$ cat config.mk
export PLATFORM = sky130hd
export DESIGN_NAME = pwm_generator_control
export DESIGN_NICKNAME = d
export VERILOG_FILES = /design/src/pwm_time_base.v /design/src/pwm_dead_time.v /design/src/pwm_generator_control.v
export VERILOG_INCLUDE_DIRS = /design/src
export SDC_FILE = /design/constraint.sdc
export NUM_CORES = 1
export LEC_CHECK = 0
export ABC_CLOCK_PERIOD_IN_PS = 11200
export BUFFER_PORTS_ARGS = -buffer_cell sky130_fd_sc_hd__buf_2
export CAP_MARGIN = 20
export CELL_PAD_IN_SITES_DETAIL_PLACEMENT = 0
export CELL_PAD_IN_SITES_GLOBAL_PLACEMENT = 1
export CORE_AREA = 4 4 198 181
export DETAILED_ROUTE_END_ITERATION = 10
export DIE_AREA = 0 0 202 185
export PLACE_DENSITY = 0.88
export RECOVER_POWER = 25
export REMOVE_ABC_BUFFERS = 1
export SLEW_MARGIN = 10
export SYNTH_ARGS = -nofsm -noshare
export SYNTH_HDL_FRONTEND = slang
export SYNTH_HIERARCHICAL = 1
export SYNTH_SLANG_ARGS = --single-unit
$ cat constraint.sdc
create_clock -name pclk -period 11.2 [get_ports pclk]
set_input_delay 1.12 -clock pclk [delete_from_list [all_inputs] [get_ports pclk]]
set_output_delay 1.12 -clock pclk [all_outputs]
set_load 0.02 [all_outputs]
$ cat src/pwm_defines.vh
// Purpose: Shared constants for the PWM generator channel control block
// Assumes: APB byte addresses, 32-bit data, 16-bit registers in the low half; the count register adds its down bit at bit 16
// Notes: Included by every design file of the block
`ifndef PWM_DEFINES_VH
`define PWM_DEFINES_VH

`define ADDR_W 12
`define DATA_W 32
`define REG_W 16

// Register byte offsets
`define OFS_CONTROL 12'h000
`define OFS_CONFIG 12'h004
`define OFS_PERIOD 12'h008
`define OFS_MASTER_DUTY 12'h00C
`define OFS_CHANNEL_DUTY 12'h010
`define OFS_DEAD_TIME 12'h014
`define OFS_ALT_DEAD_TIME 12'h018
`define OFS_PHASE 12'h01C
`define OFS_IRQ_STATUS 12'h020
`define OFS_IRQ_MASK 12'h024
`define OFS_COUNT 12'h028

// Buffered value indices
`define IDX_PERIOD 0
`define IDX_MASTER_DUTY 1
`define IDX_CHANNEL_DUTY 2
`define IDX_DEAD_TIME 3
`define IDX_ALT_DEAD_TIME 4
`define IDX_PHASE 5
`define NUM_VALUES 6

// Control register fields
`define CTL_IUE 0
`define CTL_EXT_PERIOD_RESET_EN 1
`define CTL_CAM 2
`define CTL_TBS 3
`define CTL_POL 5
`define CTL_DTM_LO 6
`define CTL_DTM_HI 7
`define CTL_WMASK 16'h00EF
`define CTL_RESET 16'h0000

// Configuration register fields
`define CFG_ON 0
`define CFG_ITB 1
`define CFG_CURRENT_LIMIT_MODE 2
`define CFG_WMASK 16'h0007

// Interrupt bits
`define IRQ_BOUNDARY 0
`define IRQ_EXT_RESET 1
`define IRQ_W 2

// Dead-time modes
`define DTM_POSITIVE 2'b00
`define DTM_NEGATIVE 2'b01
`define DTM_OFF 2'b10
`define DTM_COMP 2'b11

`define ZERO16 16'h0000
`define ONE16 16'h0001
`define ZERO32 32'h0000_0000

`endif

$ cat src/pwm_time_base.v
// Purpose: Local time-base counter with edge or center alignment
// Assumes: tick marks one count step of the selected master base
// Notes: restart loads the phase value and flags a period boundary
`timescale 1ns/1ps
`default_nettype none
`include "pwm_defines.vh"
module pwm_time_base (
	// Clock and reset
	input wire pclk,
	input wire presetn,
	// Control
	input wire run,
	input wire tick,
	input wire restart,
	input wire center,
	input wire [15:0] period,
	input wire [15:0] phase,
	// Status
	output reg [15:0] count,
	output reg down,
	output reg boundary
);
	always @(posedge pclk or negedge presetn) begin
		if (!presetn) begin
			count <= `ZERO16;
			down <= 1'b0;
			boundary <= 1'b0;
		end else if (!run) begin
			count <= `ZERO16;
			down <= 1'b0;
			boundary <= 1'b0;
		end else if (restart) begin
			count <= phase;
			down <= 1'b0;
			boundary <= 1'b1;
		end else if (tick && center) begin
			// Up to the period then back down; boundary at the valley
			if (!down) begin
				if (count >= period) begin
					down <= 1'b1;
					count <= (period == `ZERO16) ? `ZERO16 : period - `ONE16;
				end else begin
					count <= count + `ONE16;
				end
				boundary <= 1'b0;
			end else if (count == `ZERO16) begin
				down <= 1'b0;
				count <= `ONE16;
				boundary <= 1'b1;
			end else begin
				count <= count - `ONE16;
				boundary <= 1'b0;
			end
		end else if (tick) begin
			down <= 1'b0;
			if (count >= period) begin
				count <= `ZERO16;
				boundary <= 1'b1;
			end else begin
				count <= count + `ONE16;
				boundary <= 1'b0;
			end
		end else begin
			boundary <= 1'b0;
		end
	end
endmodule // pwm_time_base
`default_nettype wire

$ cat src/pwm_dead_time.v
// Purpose: Turns the raw PWM level into the high/low output pair
// Assumes: delays count in clock cycles since the last raw edge
// Notes: outputs are registered; both are low while the channel is off
`timescale 1ns/1ps
`default_nettype none
`include "pwm_defines.vh"
module pwm_dead_time (
	// Clock and reset
	input wire pclk,
	input wire presetn,
	// Control
	input wire run,
	input wire raw,
	input wire [1:0] mode,
	input wire polarity,
	input wire comp_input,
	input wire [15:0] dead_time,
	input wire [15:0] alt_dead_time,
	// Pins
	output reg out_high,
	output reg out_low
);
	reg raw_prev;
	reg [15:0] since_edge;
	reg [15:0] delay_high;
	reg [15:0] delay_low;
	reg next_high;
	reg next_low;
	wire shorten_high;
	wire [15:0] reduced;
	wire [16:0] sum;
	wire changed;
	wire [15:0] elapsed;

	// Polarity one: input low shortens low; polarity zero: input low shortens high
	assign shorten_high = ~(polarity ^ comp_input);
	assign sum = {1'b0, dead_time} + {1'b0, alt_dead_time};
	assign reduced = (dead_time > alt_dead_time) ? dead_time - alt_dead_time : `ZERO16;
	// The edge cycle counts as zero, so a stale count never lets a one-cycle pulse through
	assign changed = raw != raw_prev;
	assign elapsed = changed ? `ZERO16 : since_edge;

	always @(posedge pclk or negedge presetn) begin
		if (!presetn) begin
			raw_prev <= 1'b0;
			since_edge <= `ZERO16;
		end else begin
			raw_prev <= raw;
			if (changed)
				since_edge <= `ONE16;
			else if (since_edge != 16'hFFFF)
				since_edge <= since_edge + `ONE16;
		end
	end

	always @* begin
		delay_high = dead_time;
		delay_low = alt_dead_time;
		// Polarity only matters in compensation mode
		if (mode == `DTM_COMP) begin
			delay_high = shorten_high ? sum[15:0] : reduced;
			delay_low = shorten_high ? reduced : sum[15:0];
			if (sum[16] && shorten_high)
				delay_high = 16'hFFFF;
			if (sum[16] && !shorten_high)
				delay_low = 16'hFFFF;
		end
		case (mode)
			`DTM_POSITIVE, `DTM_COMP: begin
				next_high = raw && (elapsed >= delay_high);
				next_low = !raw && (elapsed >= delay_low);
			end
			`DTM_NEGATIVE: begin
				// Overlap: each output is held past its falling edge
				next_high = raw || (elapsed < delay_high);
				next_low = !raw || (elapsed < delay_low);
			end
			`DTM_OFF: begin
				next_high = raw;
				next_low = !raw;
			end
			default: begin
				next_high = 1'b0;
				next_low = 1'b0;
			end
		endcase
		if (!run) begin
			next_high = 1'b0;
			next_low = 1'b0;
		end
	end

	always @(posedge pclk or negedge presetn) begin
		if (!presetn) begin
			out_high <= 1'b0;
			out_low <= 1'b0;
		end else begin
			out_high <= next_high;
			out_low <= next_low;
		end
	end
endmodule // pwm_dead_time
`default_nettype wire

$ cat src/pwm_generator_control.v
// Purpose: One PWM generator channel with APB registers and interrupt
// Assumes: APB4 slave, no wait states; time-base ticks synchronous to pclk
// Notes: buffered values move to active copies per the update setting
//
// Chosen here: the register offsets and the APB slave port.
`timescale 1ns/1ps
`default_nettype none
`include "pwm_defines.vh"
module pwm_generator_control (
	// Clock and reset
	input wire pclk,
	input wire presetn,
	// APB slave
	input wire [11:0] paddr,
	input wire psel,
	input wire penable,
	input wire pwrite,
	input wire [31:0] pwdata,
	input wire [3:0] pstrb,
	output reg [31:0] prdata,
	output reg pready,
	output reg pslverr,
	// Master time bases
	input wire primary_tick,
	input wire primary_sync,
	input wire secondary_present,
	input wire secondary_tick,
	input wire secondary_sync,
	// Analog side inputs
	input wire current_limit,
	input wire comp_input,
	// Output pins
	output wire out_high,
	output wire out_low,
	// Interrupt
	output reg irq
);
	// Software-visible registers and the active copies
	reg [15:0] pwm_channel_control;
	reg [15:0] misc_config;
	reg [15:0] shadow [0:`NUM_VALUES-1];
	reg [15:0] active [0:`NUM_VALUES-1];
	reg [`IRQ_W-1:0] irq_status;
	reg [`IRQ_W-1:0] irq_mask;

	// Internal state
	reg limit_prev;
	reg [31:0] next_prdata;
	reg next_slverr;
	reg addr_hit;

	wire [15:0] count;
	wire counting_down;
	wire boundary;

	// Decoded fields
	wire immediate_update_en;
	wire ext_period_reset_en;
	wire center_align_en;
	wire time_base_select;
	wire comp_polarity;
	wire [1:0] dead_time_mode;
	wire pwm_module_on;
	wire independent_time_base;
	wire current_limit_mode;

	// Bus qualifiers
	wire setup_phase;
	wire write_done;
	wire [15:0] wr_ctl;
	wire [15:0] wr_cfg;

	// Time-base steering
	wire sel_tick;
	wire sel_sync;
	wire limit_edge;
	wire ext_reset;
	wire restart;
	wire center_eff;
	wire [15:0] duty;
	wire raw;
	wire update_now;

	// Per-value write strobes
	wire [`NUM_VALUES-1:0] value_we;

	assign immediate_update_en = pwm_channel_control[`CTL_IUE];
	assign ext_period_reset_en = pwm_channel_control[`CTL_EXT_PERIOD_RESET_EN];
	assign center_align_en = pwm_channel_control[`CTL_CAM];
	assign time_base_select = pwm_channel_control[`CTL_TBS];
	assign comp_polarity = pwm_channel_control[`CTL_POL];
	assign dead_time_mode = pwm_channel_control[`CTL_DTM_HI:`CTL_DTM_LO];
	assign pwm_module_on = misc_config[`CFG_ON];
	assign independent_time_base = misc_config[`CFG_ITB];
	assign current_limit_mode = misc_config[`CFG_CURRENT_LIMIT_MODE];

	// Byte-lane merge for the 16-bit registers; upper lanes have no storage
	function [15:0] merge;
		input [15:0] old;
		input [31:0] wdata;
		input [3:0] strb;
		begin
			merge = old;
			if (strb[0])
				merge[7:0] = wdata[7:0];
			if (strb[1])
				merge[15:8] = wdata[15:8];
		end
	endfunction

	// A write lands only at the edge where the access phase sees pready
	assign setup_phase = psel && !penable;
	assign write_done = psel && penable && pready && pwrite && !pslverr;

	assign wr_ctl = merge(pwm_channel_control, pwdata, pstrb) & `CTL_WMASK;
	assign wr_cfg = merge(misc_config, pwdata, pstrb) & `CFG_WMASK;

	// Decode and read mux, evaluated in the setup phase
	always @* begin
		next_prdata = `ZERO32;
		addr_hit = 1'b1;
		case (paddr)
			`OFS_CONTROL: next_prdata[15:0] = pwm_channel_control;
			`OFS_CONFIG: next_prdata[15:0] = misc_config;
			`OFS_PERIOD: next_prdata[15:0] = shadow[`IDX_PERIOD];
			`OFS_MASTER_DUTY: next_prdata[15:0] = shadow[`IDX_MASTER_DUTY];
			`OFS_CHANNEL_DUTY: next_prdata[15:0] = shadow[`IDX_CHANNEL_DUTY];
			`OFS_DEAD_TIME: next_prdata[15:0] = shadow[`IDX_DEAD_TIME];
			`OFS_ALT_DEAD_TIME: next_prdata[15:0] = shadow[`IDX_ALT_DEAD_TIME];
			`OFS_PHASE: next_prdata[15:0] = shadow[`IDX_PHASE];
			`OFS_IRQ_STATUS: next_prdata[`IRQ_W-1:0] = irq_status;
			`OFS_IRQ_MASK: next_prdata[`IRQ_W-1:0] = irq_mask;
			`OFS_COUNT: next_prdata[16:0] = {counting_down, count};
			default: addr_hit = 1'b0;
		endcase
		// The count register is read-only
		next_slverr = !addr_hit || (pwrite && paddr == `OFS_COUNT);
	end

	always @(posedge pclk or negedge presetn) begin
		if (!presetn) begin
			pready <= 1'b0;
			pslverr <= 1'b0;
			prdata <= `ZERO32;
		end else begin
			pready <= setup_phase;
			if (setup_phase) begin
				pslverr <= next_slverr;
				prdata <= (pwrite || next_slverr) ? `ZERO32 : next_prdata;
			end else begin
				pslverr <= 1'b0;
			end
		end
	end

	// Control and configuration
	always @(posedge pclk or negedge presetn) begin
		if (!presetn) begin
			pwm_channel_control <= `CTL_RESET;
			misc_config <= `ZERO16;
			irq_mask <= {`IRQ_W{1'b0}};
		end else if (write_done) begin
			case (paddr)
				`OFS_CONTROL: pwm_channel_control <= wr_ctl;
				`OFS_CONFIG: misc_config <= wr_cfg;
				`OFS_IRQ_MASK: if (pstrb[0])
					irq_mask <= pwdata[`IRQ_W-1:0];
				default: misc_config <= misc_config;
			endcase
		end
	end

	// Buffered values and their active copies
	assign value_we[`IDX_PERIOD] = write_done && paddr == `OFS_PERIOD;
	assign value_we[`IDX_MASTER_DUTY] = write_done && paddr == `OFS_MASTER_DUTY;
	assign value_we[`IDX_CHANNEL_DUTY] = write_done && paddr == `OFS_CHANNEL_DUTY;
	assign value_we[`IDX_DEAD_TIME] = write_done && paddr == `OFS_DEAD_TIME;
	assign value_we[`IDX_ALT_DEAD_TIME] = write_done && paddr == `OFS_ALT_DEAD_TIME;
	assign value_we[`IDX_PHASE] = write_done && paddr == `OFS_PHASE;

	// Stopped channels load freely so the first period starts on fresh values
	assign update_now = immediate_update_en || boundary || !pwm_module_on;

	genvar gi;
	generate
		for (gi = 0; gi < `NUM_VALUES; gi = gi + 1) begin : g_value
			always @(posedge pclk or negedge presetn) begin
				if (!presetn) begin
					shadow[gi] <= `ZERO16;
					active[gi] <= `ZERO16;
				end else begin
					if (value_we[gi])
						shadow[gi] <= merge(shadow[gi], pwdata, pstrb);
					if (update_now)
						active[gi] <= shadow[gi];
				end
			end
		end
	endgenerate

	// Time-base source: secondary only when asked for and present
	assign sel_tick = (time_base_select && secondary_present) ? secondary_tick
		: primary_tick;
	assign sel_sync = (time_base_select && secondary_present) ? secondary_sync
		: primary_sync;

	// Current-limit reset; input taken as synchronous, rising edge acts
	assign limit_edge = current_limit && !limit_prev;
	assign ext_reset = limit_edge && ext_period_reset_en
		&& independent_time_base && !current_limit_mode;

	always @(posedge pclk or negedge presetn) begin
		if (!presetn)
			limit_prev <= 1'b0;
		else
			limit_prev <= current_limit;
	end

	// Master mode follows the selected sync; independent mode only the limit
	assign restart = independent_time_base ? ext_reset : sel_sync;
	assign center_eff = center_align_en && independent_time_base;

	pwm_time_base u_time_base (
		.pclk(pclk),
		.presetn(presetn),
		.run(pwm_module_on),
		.tick(sel_tick),
		.restart(restart),
		.center(center_eff),
		.period(active[`IDX_PERIOD]),
		.phase(active[`IDX_PHASE]),
		.count(count),
		.down(counting_down),
		.boundary(boundary)
	);

	// Master duty is shared across channels on the master base
	assign duty = independent_time_base ? active[`IDX_CHANNEL_DUTY]
		: active[`IDX_MASTER_DUTY];
	assign raw = pwm_module_on && (count < duty);

	pwm_dead_time u_dead_time (
		.pclk(pclk),
		.presetn(presetn),
		.run(pwm_module_on),
		.raw(raw),
		.mode(dead_time_mode),
		.polarity(comp_polarity),
		.comp_input(comp_input),
		.dead_time(active[`IDX_DEAD_TIME]),
		.alt_dead_time(active[`IDX_ALT_DEAD_TIME]),
		.out_high(out_high),
		.out_low(out_low)
	);

	// Sticky events; a new event beats a same-cycle clear
	always @(posedge pclk or negedge presetn) begin
		if (!presetn) begin
			irq_status <= {`IRQ_W{1'b0}};
		end else begin
			if (write_done && paddr == `OFS_IRQ_STATUS && pstrb[0])
				irq_status <= (irq_status & ~pwdata[`IRQ_W-1:0])
					| {ext_reset, boundary};
			else
				irq_status <= irq_status | {ext_reset, boundary};
		end
	end

	always @(posedge pclk or negedge presetn) begin
		if (!presetn)
			irq <= 1'b0;
		else
			irq <= |(irq_status & irq_mask);
	end
endmodule // pwm_generator_control
`default_nettype wire

Word level (Yosys, flattened, before mapping)

Cells that the tools add are included.

Register bits: 279
Output and inout port bits: 37

$add $sub $neg: 6
Order comparisons: 7
Eq/ne operators: 16
Multiplexer cells: 47
Bitwise operators: 7
Reductions and logical operators: 62

Operator list:

| kind                                                                  | number |
|---|---|
| 16-bit two-way mux                                                    | 20 |
| 14-bit case mux with 9 select lines                                   | 1 |
| 12-bit by 5-bit == test with 1-bit output (second input constant)     | 4 |
| 16-bit greater-or-equal comparator                                    | 3 |
| 16-bit < comparator                                                   | 3 |
| 12-bit by 6-bit == test with 1-bit output (second input constant)     | 3 |
| 16-bit by 1-bit adder with 16-bit output (second input constant)      | 2 |
| 16-bit zero test                                                      | 2 |
| 16-bit by 1-bit subtractor with 16-bit output (second input constant) | 2 |
| 1-bit logical AND                                                     | 26 |
| 12-bit by 4-bit == test with 1-bit output (second input constant)     | 2 |
| 2-bit AND reduction                                                   | 12 |
| 2-bit case mux with 11 select lines                                   | 1 |
| 1-bit two-way mux                                                     | 21 |
| 16-bit by 16-bit adder with 17-bit output                             | 1 |
| 17-bit two-way mux                                                    | 1 |
| 16-bit > comparator                                                   | 1 |
| 16-bit != test (second input constant)                                | 1 |
| 16-bit subtractor                                                     | 1 |
| 12-bit by 3-bit == test with 1-bit output (second input constant)     | 1 |
| 12-bit zero test                                                      | 1 |
| 11-bit OR reduction                                                   | 1 |
| 3-bit AND reduction                                                   | 3 |
| 1-bit zero test                                                       | 7 |
| other kinds (15)                                                      | 25 |

Depth between registers and ports, before layout

Word-level depth: 9
Mapped depth: 20
Gate-level depth less buffers: 19

Hierarchy

Netlist, hierarchy kept.

By module, submodules not included:

| module                | times used | cells each | area an instance (um^2) | sequential area each (um^2) |
|---|---|---|---|---|
| pwm_generator_control | 1          | 778        | 10502.6                 | 5680.4 |
| pwm_dead_time         | 1          | 591        | 4471.8                  | 475.5 |
| pwm_time_base         | 1          | 359        | 2711.4                  | 450.4 |

Worst setup path after synthesis

Ideal clock, no wire load.

Path kind: reg-to-reg
From: reg misc_config[1]
To: reg u_dead_time.out_low
Setup time: 123 ps
Arrival time: 4667 ps
Slack: 6410 ps
Stages on the path, launching flop included: 21
Path buffers: 3
Clock period less this slack: 4790 ps
Path through: dfrtp_1 -> buf_1 -> buf_1 -> mux2i_1 -> ha_1 -> nand2_1 -> nor2_1 -> a2111oi_0 -> nand3_1 -> a21oi_1 -> xnor2_1 -> clkbuf_1 -> and2_1 -> ha_1 -> a21o_1 -> a21o_1 -> a21oi_1 -> o21ai_0 -> a221oi_1 -> a21oi_1 -> o221a_2

Longest elaborated chain between the ends: 9
Elaborated cells on any way between the ends: 12

RTL lines:

| element                                                                   | RTL line                               | text |
|---|---|---|
| start: declaration                                                        | pwm_generator_control.v:40             | `reg [15:0] misc_config;` |
| start signal: assignment                                                  | pwm_generator_control.v:160            | `` misc_config <= `ZERO16; `` |
| start signal: assignment                                                  | pwm_generator_control.v:165            | `` `OFS_CONFIG: misc_config <= wr_cfg; `` |
| start signal: assignment                                                  | pwm_generator_control.v:168            | `default: misc_config <= misc_config;` |
| 16-bit two-way mux (*)                                                    | pwm_generator_control.v:238            | `` assign duty = independent_time_base ? active[`IDX_CHANNEL_DUTY] `` |
| 16-bit < comparator (*)                                                   | pwm_generator_control.v:240            | `assign raw = pwm_module_on && (count < duty);` |
| 1-bit logical AND (*)                                                     | pwm_generator_control.v:240            |  |
| via raw                                                                   | pwm_generator_control.v:81             | `wire raw;` |
| 1-bit != test                                                             | pwm_dead_time.v:40                     | `assign changed = raw != raw_prev;` |
| 16-bit two-way mux                                                        | pwm_dead_time.v:41                     | `` assign elapsed = changed ? `ZERO16 : since_edge; `` |
| 16-bit < comparator or 16-bit greater-or-equal comparator (tied branches) | pwm_dead_time.v:76, pwm_dead_time.v:71 |  |
| 1-bit logical OR or 1-bit logical AND (tied branches)                     | pwm_dead_time.v:76, pwm_dead_time.v:71 |  |
| 1-bit case mux with 3 select lines (*)                                    | pwm_dead_time.v:68                     | `case (mode)` |
| 1-bit two-way mux (*)                                                     | pwm_dead_time.v:87                     | `if (!run) begin` |
| via u_dead_time.next_low                                                  | pwm_dead_time.v:28                     | `reg next_low;` |
| end signal: assignment                                                    | pwm_dead_time.v:99                     | `out_low <= next_low;` |
| end: declaration                                                          | pwm_dead_time.v:21                     | `output reg out_low` |

The timed path passes the listed nets; every way through them passes the cells marked *.
A chain may end at the register's enable or synchronous reset.

==> run_results.csv <==
group,metric,value,unit
run_status,status,"finished with violations",
floorplanning,pin_count,97,
synth,synth-edff-count,0,
timing,worst_slack,4.72,ns
clock_tree,cts_hold_buf,0,
timing,drv_slew,160,
pwr,switching_share,23.0,%
synth,ys_async_sr_fraction,100,%
grt,antenna_found_initial,0,
min_path,hold_class,"reg -> reg",
floorplanning,core_area,33700,µm²
run_status,failed_checks,"max-capacitance violations, max-slew violations",
clock_tree,cts_tree,"done",
synth,yosysWarningCount,6,
timing,setup_tns,0,ns
pwr,clkPwrFrac,48.1,%
pwr,p_seq_share,47.8,%
grt,track_usage,27.6,%
floorplanning,rows,64,
drt,drcViolationCount,0,
layout,fin_nets,1917,
drt,vias,14524,
pwr,cellPowerDensity,104,nW/µm²
pwr,combPwrFrac,4.2,%
grt,overflow,0,
pwr,leakagePower,8.72,nW
synth,synth_cell_types,114,
synth,synthFlopType,"dfrtp_1",
timing,tightest_slew,6.32,ns
layout,diodes,0,
timing,fin_crit,6.48,ns
timing,finalCritPeriodShare,57.9,%
grt,grt_max_degree,117,
worst_setup_path,critPathBufInv,1,
worst_setup_path,critPathLaunchType,"primary input",
place,port_buffers,63,
worst_setup_path,crit_path_cell_trace,"clkbuf_1",
layout,area_growth,8.43,%
worst_setup_path,crit_path_end_kind,"asynchronous set/reset pin",
drt,drt_iter0_markers,1548,
floorplanning,die_w,202,µm
clock_tree,cts_setup_buffers,0,
clock_tree,cts_root_buf,"clkbuf_16",
timing,setup_viol,0,
layout,layout_commonest_cell,"dfrtp_1",
layout,num-fill-cells,2905,
worst_setup_path,path_class,"in -> async",
worst_setup_path,arrival,5.58,ns
pwr,p_int,1.54,mW
worst_setup_path,worst_path_max_delay_cell,"clkbuf_1",
synth,ys_ff_latch,264,
drt,firstDrtPassIters,6,
timing,slew_headroom,-321,%
grt,grt_first_pass_wirelength,81.7,mm
floorplanning,die_h,185,µm
timing,rsz0062_at_grt,"no",
worst_setup_path,crit_family,"buffers and inverters",
clock_tree,numCtsBuffers,28,
drt,wl,52.2,mm
clock_tree,clkLatencyLatePin,0.55,ns
layout,mostFrequentLayoutCells,"dfrtp_1 (264), mux2_2 (215), ha_1 (104)",
clock_tree,ctsHtreeMaxLevel,1,
place,dpl.hpwl,38.5,mm
drt,viasPerCell,6.50,
clock_tree,post_cts_resize_count,0,
grt,grt_pass1_vias,14209,
timing,max_freq,154,MHz
pwr,p_sw,0.460,mW
drt,detail-route-antenna-nets,0,
clock_tree,cts.sink_count,264,
floorplanning,die-area,37400,µm²
timing,fin_skew,0.0110,ns
worst_setup_path,required,10.30,ns
flow_run,maxCapViolations,2,
clock_tree,clk_pin_slew,0.06,ns
pwr,vdd_drop_max,0.0000999,V
worst_setup_path,reg2reg_slack,5.42,ns
synth,ys_seq_area_share,37.4,%
worst_setup_path,max_stage_delay,4.31,ns
clock_tree,cts_buffer_depth,3,
synth,syn_inst,1728,
floorplanning,start_util,52.5,%
synth,syn_area_per_cell,10.2,µm²
timing,finalHoldViolCount,0,
synth,syn_area,17700,µm²
worst_setup_path,crit_fanout,116,
layout,drive_gt1_share,23.1,%
place,place_congestion,0.948,
place,pre_cts_ws,5.56,ns
drt,wl_per_cell,23.4,µm
==> flip-flops by register name (all words and copies together), names as in the netlist, 2 cells and up <==
signal,flops
active,96
irq_mask,2
irq_status,2
misc_config,3
prdata,17
pwm_channel_control,7
shadow,96
u_dead_time/since_edge,16
u_time_base/count,16
==> layout make-up <==
type	instances	area, µm²	area share (%)
flip-flops and latches	264	6610	34.5
repair buffers	83	452	2.36
clock inverters	12	145	0.757
well taps	462	578	3.01
multi-input cells	1299	10300	53.8
clock buffers	39	803	4.19
inverters	75	282	1.47
==> cell usage after synthesis (28+ instances only) <==
| library cell | number | area [µm²] |
|---|---|---|
| dfrtp_1 | 264 | 6610 |
| mux2_2 | 215 | 2420 |
| ha_1 | 104 | 1300 |
| nand2_1 | 98 | 368 |
| nor2_1 | 88 | 330 |
| inv_1 | 73 | 274 |
| a21oi_1 | 70 | 350 |
| o21ai_0 | 70 | 350 |
| nand3_1 | 47 | 235 |
| clkbuf_1 | 42 | 158 |
| mux2i_1 | 41 | 410 |
| nor3_1 | 37 | 185 |
| a211oi_1 | 29 | 218 |
| xnor2_1 | 28 | 245 |
==> worst min-delay path, cell delays in order (launching register included) <==
cell and delay, ns:
dfrtp_1 0.34, nand2_1 0.04, o21ai_0 0.06
==> final timing paths <==
path,from,depth (start not counted),end
min reg2reg,prdata[3],2,prdata[3]
max in group pclk,misc_config[1],19,u_dead_time/out_low
max reg2reg,misc_config[1],19,u_dead_time/out_low
min,prdata[3],2,prdata[3]
max,presetn,1,u_time_base/count[9]
min in group asynchronous,presetn,1,u_dead_time/since_edge[14]
==> cell families (layout without fill, tap and decap cells) <==
kind of cell	Yosys count	count (layout)	share of synthesized area (%)
xor+xnor	52	52	2.58
compound gates	387	387	15.8
buf+inv	179	209	4.80
fa+ha+maj	106	106	7.58
flops	264	264	37.4
other cells	1	15	0.0212
mux	256	256	16.0
simple gates	483	483	15.9
==> power by group through the flow <==
| stage | clock [mW] | sequential (mW) | combinational, mW |
|---|---|---|---|
| floorplan | 0 | 0.973 | 0.0268 |
| global placement | 0 | 0.972 | 0.0809 |
| detailed placement | 0 | 0.973 | 0.0820 |
| CTS | 0.974 | 0.955 | 0.0822 |
| global route | 1.02 | 0.954 | 0.0900 |
| finish | 0.962 | 0.955 | 0.0832 |
==> stage by stage <==
step	utilization [%]	power, mW	std cells	hold WS, ns	instance area [µm²]
CTS	57.0	2.01	2234	0.490	19200
detailed placement	54.2	1.05	2183	0.472	18300
finish	56.9	2.00	2234	0.485	19200
global route	56.9	2.06	2234	0.519	19200
floorplan	-	1.00	1638	0.429	17200
global placement	54.2	1.05	2183	0.466	18300
==> layer usage <==
layer	routed length (µm)	GRT usage, %	part of all wire (%)	up-vias
met1	23200	41.5	44	7196
met2	21600	39.5	41	742
met3	5580	6.27	11	128
li1	-	-	-	6458
met4	1780	8.83	3.4	0
met5	0	0	0	-
No activity file was read; power rests on OpenSTA's default activity.
